==> src/adcw_map.svh <==
// Register offsets, field positions, reset values and masks of the warm-up block
`ifndef ADCW_MAP_SVH
`define ADCW_MAP_SVH

`define ADCW_OFF_CTRL      8'h00
`define ADCW_OFF_POWER     8'h04
`define ADCW_OFF_STATUS    8'h08
`define ADCW_OFF_CLEAR     8'h0c
`define ADCW_OFF_READY     8'h10

`define ADCW_CODE_MSB      11
`define ADCW_CODE_LSB      8
`define ADCW_SHR_BIT       7
`define ADCW_CORE_MSB      3

`define ADCW_CTRL_RST      16'h0000
`define ADCW_POWER_RST     4'h0
`define ADCW_STAT_RST      8'h00
`define ADCW_CTRL_WMASK    16'h0f8f
`define ADCW_EVT_MASK      8'h8f

`define ADCW_NCORE         4
`define ADCW_CNT_MIN       16

`endif

==> src/adcw_pkg.sv <==
// Types shared by the warm-up and ready-interrupt block
package adcw_pkg;

   typedef enum logic [1:0] {
      ADCW_WU_OFF   = 2'b00,
      ADCW_WU_WAIT  = 2'b01,
      ADCW_WU_READY = 2'b10
   } adcw_wu_state_e;

   typedef logic [3:0]  adcw_code_t;
   typedef logic [7:0]  adcw_evt_t;
   typedef logic [15:0] adcw_ctrl_t;

endpackage

==> src/adcw_ctrl.sv <==
// APB register block for converter core warm-up and ready interrupts
//
// Function
// - Bits 11:8 set delay of two-power-n periods
// - Bit 7 set: shared core ready interrupts
// - Bit 7 clear: shared ready interrupt masked, the event still sets status
// - Bit 3 enables core 3 ready interrupt
// - Bit 2 enables core 2 ready interrupt
`include "adcw_map.svh"

module adcw_ctrl #(
   parameter int ADDR_W = 8,
   parameter int NCORE  = 4,
   parameter int CNT_W  = 16
) (
   input  wire logic              clk,
   input  wire logic              nrst,
   input  wire logic [ADDR_W-1:0] paddr,
   input  wire logic              psel,
   input  wire logic              penable,
   input  wire logic              pwrite,
   input  wire logic [31:0]       pwdata,
   input  wire logic [3:0]        pstrb,
   output logic [31:0]            prdata,
   output logic                   pready,
   output logic                   pslverr,
   input  wire logic              core_src_tick,
   input  wire logic              shared_core_ready,
   output logic [NCORE-1:0]       core_ready,
   output logic [NCORE-1:0]       core_power_on,
   output logic                   irq
);

   if (NCORE != `ADCW_NCORE || ADDR_W < 5 ||
       CNT_W < `ADCW_CNT_MIN) begin : g_chk
      $error("adcw_ctrl: unsupported parameter values");
   end

   ////////////////////////////////////////////////////////////////////////
   // Bus decode
   adcw_pkg::adcw_ctrl_t ctrl_q, ctrl_d;
   logic [NCORE-1:0]     pwr_q, pwr_d;
   adcw_pkg::adcw_evt_t  stat_q, stat_d;
   logic [NCORE-1:0]     rdy_q;
   logic                 shr_q;
   logic [31:0]          rdata_q, rdata_d;
   logic                 err_q, err_d;
   logic                 setup;
   logic                 wr_acc;
   adcw_pkg::adcw_evt_t  evt;
   adcw_pkg::adcw_evt_t  clr;
   adcw_pkg::adcw_evt_t  en;

   function automatic logic hit(input logic [ADDR_W-1:0] a,
                                input logic [7:0] off);
      return a == ADDR_W'(off);
   endfunction

   // Byte-lane merge, bits outside the mask keep their old value
   function automatic logic [15:0] merge(input logic [15:0] old,
                                         input logic [15:0] wd,
                                         input logic [1:0]  st,
                                         input logic [15:0] msk);
      logic [15:0] lane;
      lane = {{8{st[1]}}, {8{st[0]}}} & msk;
      return (old & ~lane) | (wd & lane);
   endfunction

   // Registered read data costs one setup cycle but keeps prdata glitch-free
   assign setup  = psel && !penable;
   assign pready = psel && penable;
   assign wr_acc = psel && penable && pwrite && !err_q;
   assign prdata = rdata_q;
   assign pslverr = pready && err_q;

   // Refused words answer with pslverr and change no register
   always_comb begin
      rdata_d = rdata_q;
      err_d   = err_q;
      if (setup) begin
         rdata_d = '0;
         err_d   = 1'b0;
         if (hit(paddr, `ADCW_OFF_CTRL)) begin
            rdata_d[15:0] = ctrl_q & `ADCW_CTRL_WMASK;
         end else if (hit(paddr, `ADCW_OFF_POWER)) begin
            rdata_d[NCORE-1:0] = pwr_q;
         end else if (hit(paddr, `ADCW_OFF_STATUS)) begin
            rdata_d[7:0] = stat_q;
            err_d        = pwrite;
         end else if (hit(paddr, `ADCW_OFF_CLEAR)) begin
            err_d = !pwrite;
         end else if (hit(paddr, `ADCW_OFF_READY)) begin
            rdata_d[NCORE-1:0]    = core_ready;
            rdata_d[`ADCW_SHR_BIT] = shared_core_ready;
            err_d                 = pwrite;
         end else begin
            err_d = 1'b1;
         end
         if (pwrite) begin
            rdata_d = '0;
         end
      end
   end

   always_ff @(posedge clk or negedge nrst) begin
      if (!nrst) begin
         rdata_q <= '0;
         err_q   <= 1'b0;
      end else begin
         rdata_q <= rdata_d;
         err_q   <= err_d;
      end
   end

   ////////////////////////////////////////////////////////////////////////
   // Control and power registers
   always_comb begin
      ctrl_d = ctrl_q;
      pwr_d  = pwr_q;
      if (wr_acc && hit(paddr, `ADCW_OFF_CTRL)) begin
         ctrl_d = merge(ctrl_q, pwdata[15:0], pstrb[1:0],
                        `ADCW_CTRL_WMASK);
      end
      if (wr_acc && hit(paddr, `ADCW_OFF_POWER) && pstrb[0]) begin
         pwr_d = pwdata[NCORE-1:0];
      end
   end

   always_ff @(posedge clk or negedge nrst) begin
      if (!nrst) begin
         ctrl_q <= `ADCW_CTRL_RST;
         pwr_q  <= `ADCW_POWER_RST;
      end else begin
         ctrl_q <= ctrl_d;
         pwr_q  <= pwr_d;
      end
   end

   assign core_power_on = pwr_q;

   ////////////////////////////////////////////////////////////////////////
   // Dedicated cores; all share one delay code
   for (genvar i = 0; i < NCORE; i++) begin : g_core
      adcw_warmup #(
         .CNT_W         (CNT_W)
      ) i_adcw_warmup (
         .clk           (clk),
         .nrst          (nrst),
         .power_on      (pwr_q[i]),
         .core_src_tick (core_src_tick),
         .code          (ctrl_q[`ADCW_CODE_MSB:`ADCW_CODE_LSB]),
         .ready         (core_ready[i])
      );
   end

   ////////////////////////////////////////////////////////////////////////
   // Ready events, sticky status and the common request
   // Events are edges of the ready levels: a core that stays ready
   // raises one event, and only a power cycle brings another
   always_comb begin
      evt = '0;
      evt[NCORE-1:0]     = core_ready & ~rdy_q;
      evt[`ADCW_SHR_BIT] = shared_core_ready && !shr_q;
      clr = '0;
      if (wr_acc && hit(paddr, `ADCW_OFF_CLEAR) && pstrb[0]) begin
         clr = pwdata[7:0];
      end
      // A ready edge in the clearing cycle survives the clear
      stat_d = ((stat_q & ~clr) | evt) & `ADCW_EVT_MASK;
   end

   always_ff @(posedge clk or negedge nrst) begin
      if (!nrst) begin
         stat_q <= `ADCW_STAT_RST;
         rdy_q  <= '0;
         shr_q  <= 1'b0;
      end else begin
         stat_q <= stat_d;
         rdy_q  <= core_ready;
         shr_q  <= shared_core_ready;
      end
   end

   assign en  = ctrl_q[7:0] & `ADCW_EVT_MASK;
   assign irq = |(stat_q & en);
endmodule

==> src/adcw_warmup.sv <==
// Power-up delay counter of one dedicated converter core
`include "adcw_map.svh"

module adcw_warmup #(
   parameter int CNT_W = 16
) (
   input  wire logic               clk,
   input  wire logic               nrst,
   input  wire logic               power_on,
   input  wire logic               core_src_tick,
   input  wire adcw_pkg::adcw_code_t code,
   output logic                    ready
);

   if (CNT_W < `ADCW_CNT_MIN) begin : g_chk
      $error("adcw_warmup: CNT_W too small for the longest delay");
   end

   adcw_pkg::adcw_wu_state_e st_q, st_d;
   logic [CNT_W-1:0]         cnt_q, cnt_d;
   adcw_pkg::adcw_code_t     code_q, code_d;

   // Two to the power of the code, in core source clock periods
   function automatic logic [CNT_W-1:0] periods(input adcw_pkg::adcw_code_t c);
      logic [CNT_W-1:0] one;
      one = {{(CNT_W-1){1'b0}}, 1'b1};
      return one << c;
   endfunction

   ////////////////////////////////////////////////////////////////////////
   // Code is latched at power-up so a rewrite cannot stretch a running wait
   always_comb begin
      st_d   = st_q;
      cnt_d  = cnt_q;
      code_d = code_q;
      case (st_q)
         adcw_pkg::ADCW_WU_OFF: begin
            if (power_on) begin
               st_d   = adcw_pkg::ADCW_WU_WAIT;
               cnt_d  = '0;
               code_d = code;
            end
         end
         adcw_pkg::ADCW_WU_WAIT: begin
            if (!power_on) begin
               st_d = adcw_pkg::ADCW_WU_OFF;
            end else if (core_src_tick) begin
               cnt_d = cnt_q + 1'b1;
               if (cnt_d == periods(code_q)) begin
                  st_d = adcw_pkg::ADCW_WU_READY;
               end
            end
         end
         adcw_pkg::ADCW_WU_READY: begin
            if (!power_on) begin
               st_d = adcw_pkg::ADCW_WU_OFF;
            end
         end
         default: begin
            st_d = adcw_pkg::ADCW_WU_OFF;
         end
      endcase
   end

   always_ff @(posedge clk or negedge nrst) begin
      if (!nrst) begin
         st_q   <= adcw_pkg::ADCW_WU_OFF;
         cnt_q  <= '0;
         code_q <= '0;
      end else begin
         st_q   <= st_d;
         cnt_q  <= cnt_d;
         code_q <= code_d;
      end
   end

   assign ready = (st_q == adcw_pkg::ADCW_WU_READY);
endmodule
==> config.mk <==
export PLATFORM = sky130hd
export DESIGN_NAME = adcw_ctrl
export DESIGN_NICKNAME = d
export VERILOG_FILES = /design/src/adcw_pkg.sv /design/src/adcw_ctrl.sv /design/src/adcw_warmup.sv
export VERILOG_INCLUDE_DIRS = /design/src
export SDC_FILE = /design/constraint.sdc
export NUM_CORES = 1
export LEC_CHECK = 0
export BUFFER_PORTS_ARGS = -buffer_cell sky130_fd_sc_hd__buf_4
export CAP_MARGIN = 0
export CORE_ASPECT_RATIO = 1.4
export CORE_MARGIN = 3
export CORE_UTILIZATION = 35
export DETAILED_ROUTE_END_ITERATION = 8
export GPL_TIMING_DRIVEN = 0
export PLACE_DENSITY_LB_ADDON = 0.25
export SKIP_CTS_REPAIR_TIMING = 1
export SYNTH_ARGS = -nofsm -noshare
export SYNTH_HDL_FRONTEND = slang
export SYNTH_SLANG_ARGS = --single-unit
==> constraint.sdc <==
create_clock -name clk -period 2.6 [get_ports clk]
set_input_delay 0.26 -clock clk [delete_from_list [all_inputs] [get_ports clk]]
set_output_delay 0.26 -clock clk [all_outputs]
set_load 0.05 [all_outputs]
Yosys cells after proc, flatten, opt, wreduce, memory -nomap -nowiden:

Index checks and enable logic that the tools add are counted.

* register bits: 151
* bits of input ports: 51
* output and inout bits: 43

* $add $sub $neg: 4
* equal/unequal tests: 40
* shift operators: 4
* mux-type cells: 57
* bitwise gates (word level): 10
* reductions and logical operators: 37

Operators with widths (count)
* 16-bit 2-to-1 mux: 13
* 16-bit one-hot mux with 2 select lines: 4
* 16-bit by 1-bit adder with 16-bit output, second input constant: 4
* 16-bit == test: 4
* 1-bit by 4-bit << shifter with 16-bit output, first input constant: 4
* 2-bit 2-to-1 mux: 20
* 2-bit inequality test, second input constant: 16
* 4-bit AND reduction: 8
* 4-bit 2-to-1 mux: 6
* 2-bit one-hot mux with 3 select lines: 4
* 16-bit by 12-bit bitwise AND with 16-bit output: 1
* 16-bit bitwise AND: 1
* 8-bit bitwise AND: 2
* 8-bit by 4-bit == test with 1-bit output, second input constant: 2
* 8-bit 2-to-1 mux: 2
* 12-bit inverter with 16-bit output: 1
* 16-bit OR: 1
* 3-bit by 2-bit inequality test with 1-bit output, second input constant: 4
* 3-bit inequality test, second input constant: 4
* 1-bit logical AND: 11
* 2-bit by 1-bit == test with 1-bit output, second input constant: 4
* 2-bit == test, second input constant: 4
* 8-bit by 3-bit == test with 1-bit output, second input constant: 1
* 8-bit by 5-bit == test with 1-bit output, second input constant: 1
* 11 further kinds: 30

Longest topological paths before layout:

* depth after elaboration: 9
* mapped depth: 9
* depth with buffers taken out: 8

By module:

Synthesis repeated with hierarchy kept, for this count alone.

* cell total of the unflattened synthesis: 974
* area, all modules: 8792.2 um^2

Modules (own cells, without submodules)
* adcw_warmup (g_core[0].i_adcw_warmup ...): times used 3, cells each 199, area an instance 1752.9 um^2, seq. area each 550.5 um^2
* adcw_ctrl: times used 1, cells each 163, area an instance 1796.7 um^2, seq. area each 825.8 um^2
* adcw_warmup (g_core[3].i_adcw_warmup): times used 1, cells each 214, area an instance 1736.7 um^2, seq. area each 550.5 um^2

Least setup slack after synthesis:

No wires, ideal clock.

* path type: reg-to-reg
* start: reg g_core[1].i_adcw_warmup.cnt_q[0]
* end: reg g_core[1].i_adcw_warmup.st_q[0]
* data arrival time: 2.388 ns
* required time: 2.473 ns
* path slack: 0.085 ns
* cell stages (with the launch flop): 9
* path buffers: 0
* clock period less this slack: 2.515 ns
* cell sequence: dfrtp_1 -> ha_1 -> nand3_1 -> nor3_2 -> xor2_1 -> o2111a_1 -> o2111ai_1 -> a2111oi_2 -> mux2_1

* word-level cells in the longest chain between the ends: 4

Ends and longest elaborated chain
* start: declaration: RTL line adcw_warmup.sv:20 `logic [CNT_W-1:0] cnt_q, cnt_d;`
* start signal: assignment: RTL line adcw_warmup.sv:72 `cnt_q <= cnt_d;`
* 16-bit by 1-bit adder with 16-bit output: RTL line adcw_warmup.sv:48 `cnt_d = cnt_q + 1'b1;`
* 16-bit == test: RTL line adcw_warmup.sv:49 `if (cnt_d == periods(code_q)) begin`
* 3-bit by 2-bit inequality test with 1-bit output (no line)
* 4-bit AND reduction (no line)
* end signal: assignment: RTL line adcw_warmup.sv:67 `st_q <= adcw_pkg::ADCW_WU_OFF;`
* end signal: assignment: RTL line adcw_warmup.sv:71 `st_q <= st_d;`
* end: declaration: RTL line adcw_warmup.sv:19 `adcw_pkg::adcw_wu_state_e st_q, st_d;`

No other way between the ends.
A chain may end at the register's enable or synchronous reset.

Worst setup path after layout:

* start: reg g_core[1].i_adcw_warmup.cnt_q[3]
* end: reg g_core[1].i_adcw_warmup.st_q[0]

Same word-level chain as after synthesis.

==> out/results.txt <==
The number of CTS-inserted buffers is 17, and the core area is 23400 um^2. The routed design uses 12100 um of met2 wire. The worst path needs 2560 ps of the cycle, external delays included.

In the post-synthesis netlist, the biggest area contributors are sky130_fd_sc_hd__dfrtp_1 36%, sky130_fd_sc_hd__o21ai_0 7.1%, sky130_fd_sc_hd__xnor2_1 5.2%. Of all cell types, the one taking the most synthesized area is sky130_fd_sc_hd__dfrtp_1. The die is 189 um tall. Setup repair after global routing could not meet its margin everywhere.

I/O pin total: 94. Counting every sink on the clock net gives 121. The tools report the fraction of power consumed by sequential logic as 0.405.

The multiplexer share of the synthesized area is 0.0595. After detailed routing, the number of vias per cell comes to 5.47. For this run, the top clock speed supported by timing is 391 MHz. For the required time of the critical path, the log shows 2910 ps. The complex-gate fraction of the synthesized area is 0.172. Relative to the synthesized area, the layout overhead comes to 22.9%. The maximum root-to-sink buffer count was 2. The count of maximum capacitance violations was 0; the finished layout cell area was 10300 um^2.

For this block, the via count after detailed routing is 7544. The cell area that synthesis handed to floorplanning was 8340 um^2. The met3 wire length is 941 um. The type of the worst setup path is reg -> reg.

The routability-driven placement congestion ratio came out at 0.865. The post-synthesis sequential area ratio is 0.363. The number of H-tree branching levels is 4. Final count of hold timing violations: 0.

The synthesized instance count was 964; the fraction of synthesis flops using an asynchronous set or reset pin was 1.00. Yosys printed 0 warnings. The number of global-route vias before repair is 7216, and the post-layout total power is 4680 uW.

The commonest cells after synthesis are 121 x sky130_fd_sc_hd__dfrtp_1, 119 x sky130_fd_sc_hd__o21ai_0, 95 x sky130_fd_sc_hd__nand2_1. Counting flops and latches in the post-synthesis netlist gives 121. The arrival time of the worst setup path is 2870 ps, and the biggest fanout along the worst timing path is 6. Buffers placed on the I/O ports in this run total 44. The tools report the placed standard-cell area as 9170 um^2. From left edge to right edge, the die measures 136 um.

Layout cell share with drive strength beyond 1: 0.220. The number of antenna diodes in the final layout is 0. STA classifies the critical path startpoint as a flip-flop. TritonCTS built the clock tree. The xor-xnor portion of the synthesized cell area is 0.0825. Among all cell types in the netlist, the one instantiated most often is sky130_fd_sc_hd__dfrtp_1. The worst slack at placement came out at -438 ps. Between clock sinks in the finished design, the worst skew comes to 10.4 ps. At the pin with the least slew margin, the transition time is 857 ps. The mean cell area of the mapped netlist was 8.65 um^2.

For the clock network fraction of design power, the log shows 0.541. The number of instances in the placed design was 1337. Met1 wire length: 9630 um. The detailed router finished its first iteration with 516 violations. Setup violations remaining at the end of the flow were counted as 0. The later-pin clock latency in the skew report is 430 ps, and the DRC violation count after routing is 0. The synthesized-area fraction occupied by adder cells is 0.00600. The area fraction of the dominant cell type after synthesis is 0.363.

The logs give 0.00442 uW for the leakage power and 3530 uW for the internal cell power. The flow ran to the end, and the final reports show no timing, DRC or antenna violations. Total routing resource utilization after global routing: 0.180.

The CTS clock-pin slew for the worst setup and hold paths works out to 60 ps. The worst ir drop on vdd was 0.475 mV. The finished layout holds 1378 standard cells, fillers aside. The run gives 23300 um as the detailed-route wire length.

For the overall overflow remaining after global route, the log shows 0. For this run, the post-layout net count is 1114. The estimated wirelength of the detail-placed design was 16600 um. The run gives 0 as the initial antenna violation count. Before antenna repair, the detailed router went through 5 iterations. The buffer type at the clock tree root was sky130_fd_sc_hd__clkbuf_16. The initialized floorplan defines 66 standard-cell rows.

The starting density of the core is 0.357. The share of total power in combinational logic is 0.054. In the final routed layout, each cell accounts on average for 16.9 um. The max-slew violation count was 0; the wire length of the first global-routing pass was 37200 um.

The setup total negative slack came out at 0 ps. The highest metal layer carrying signal wires in the routed design is met4. Across all setup checks in the final design, the least slack found is 41.9 ps.

Floorplan die area: 25800 um^2. Dominant combinational cell family by area after synthesis: simple AND/OR/NAND/NOR gates. In this run the worst hold path is classified as in -> reg. The share of the cycle needed by the critical path after routing works out to 0.984. The switching part of the total power came out at 0.247. The leading register cell type out of synthesis is sky130_fd_sc_hd__dfrtp_1. The share of synthesized cell area in and, or, nand and nor gates works out to 0.253. The detail route stage leaves a number of antenna-violating nets equal to 0.

The sort of element at the end of the critical path was a flip-flop. The worst max-slew margin expressed relative to the limit is 0.423, and the power density relative to cell area is 457 nW/um^2. Number of enable flip-flop cells after synthesis: 0.

Entering global routing, the biggest net connects 87 pins. For this design the total switching power over the nets is 1160 uW. The count of distinct cell types in the synthesized netlist is 71.
-- power by group through the flow --
stage	registers, uW	clock network (uW)	logic, uW
2_1_floorplan	1930	0	149
3_3_place_gp	1930	0	244
3_5_place_dp	1930	0	252
4_1_cts	1890	2590	252
5_1_grt	1890	2690	277
6_report	1890	2530	255
-- state kept, by name, summed over array words and instances (netlist names), named ones only --
| register | flops |
|---|---|
| g_core.i_adcw_warmup.code_q | 16 |
| shr_q | 1 |
| err_q | 1 |
| stat_q | 5 |
| g_core.i_adcw_warmup.st_q | 8 |
| prdata | 9 |
| core_power_on | 4 |
| rdy_q | 4 |
| g_core.i_adcw_warmup.cnt_q | 64 |
-- cell type report --
class / instances / area (um^2)
well taps: 306 / 383
clock inverters: 14 / 185
flip-flops and latches: 121 / 3040
clock buffers: 18 / 439
multi-input cells: 758 / 5180
inverters: 20 / 75.1
plain buffers: 79 / 455
repair buffers: 62 / 494
fillers: 2296 / 13100
-- worst max-delay path, stage by stage (launching register included) --
cell and delay (ps):
sky130_fd_sc_hd__dfrtp_1 470, sky130_fd_sc_hd__nand4_1 130, sky130_fd_sc_hd__buf_4 180, sky130_fd_sc_hd__or3_4 350, sky130_fd_sc_hd__xnor2_1 180, sky130_fd_sc_hd__o2111a_1 230
sky130_fd_sc_hd__o2111ai_2 150, sky130_fd_sc_hd__a2111oi_4 400, sky130_fd_sc_hd__mux2_4 340
-- cells by family (layout without fill, tap and decap cells) --
family | count (synthesis) | after routing
XOR/XNOR | 77 | 77
other | 1 | 23
adder cells (fa/ha/maj) | 4 | 4
flip-flops | 121 | 121
multiplexers | 46 | 46
AND/OR/NAND/NOR | 376 | 376
buffers and inverters | 107 | 193
AO/OA/AOI/OAI | 232 | 232
-- placed cells by master, fill, tap and decap left out, drive strengths merged, types with 12 or more instances in the layout --
cell type	instances
nor4bb	13
mux2i	17
nor2b	12
inv	25
xnor2	50
conb	23
o21ai	121
o31ai	27
nor3	20
mux2	29
clkbuf	56
a22o	13
a21oi	22
dfrtp	121
xor2	26
nor4b	12
nor2	66
nand3	36
nand4	24
nand2	95
and3	23
buf	101
-- final timing paths --
| kind | startpoint | endpoint | slack, ps | depth (start not counted) |
|---|---|---|---|---|
| max | g_core[1].i_adcw_warmup.cnt_q[3] | g_core[1].i_adcw_warmup.st_q[0] | 40 | 8 |
| min | pwdata[8] | flip-flop | 70 | 2 |
| max reg2reg | g_core[1].i_adcw_warmup.cnt_q[3] | g_core[1].i_adcw_warmup.st_q[0] | 40 | 8 |
| min reg2reg | shr_q | stat_q[7] | 420 | 1 |
| max in group asynchronous | nrst | g_core[3].i_adcw_warmup.cnt_q[0] | 1540 | 3 |
| min in group asynchronous | nrst | g_core[1].i_adcw_warmup.cnt_q[12] | 290 | 2 |
-- layer usage --
metal | up-vias | track usage
met5 | - | 0
met1 | 3664 | 0.217
met4 | 0 | 0.0725
li1 | 3664 | -
met3 | 39 | 0.0313
met2 | 177 | 0.314
-- metrics by stage --
stage	hold WS [ps]	util
global route	73.3	0.439
detailed placement	178	0.392
floorplan	-35.6	-
finish	72.8	0.439
CTS	-277	0.419
global placement	400	0.391
No activity file was read; power rests on OpenSTA's default activity.
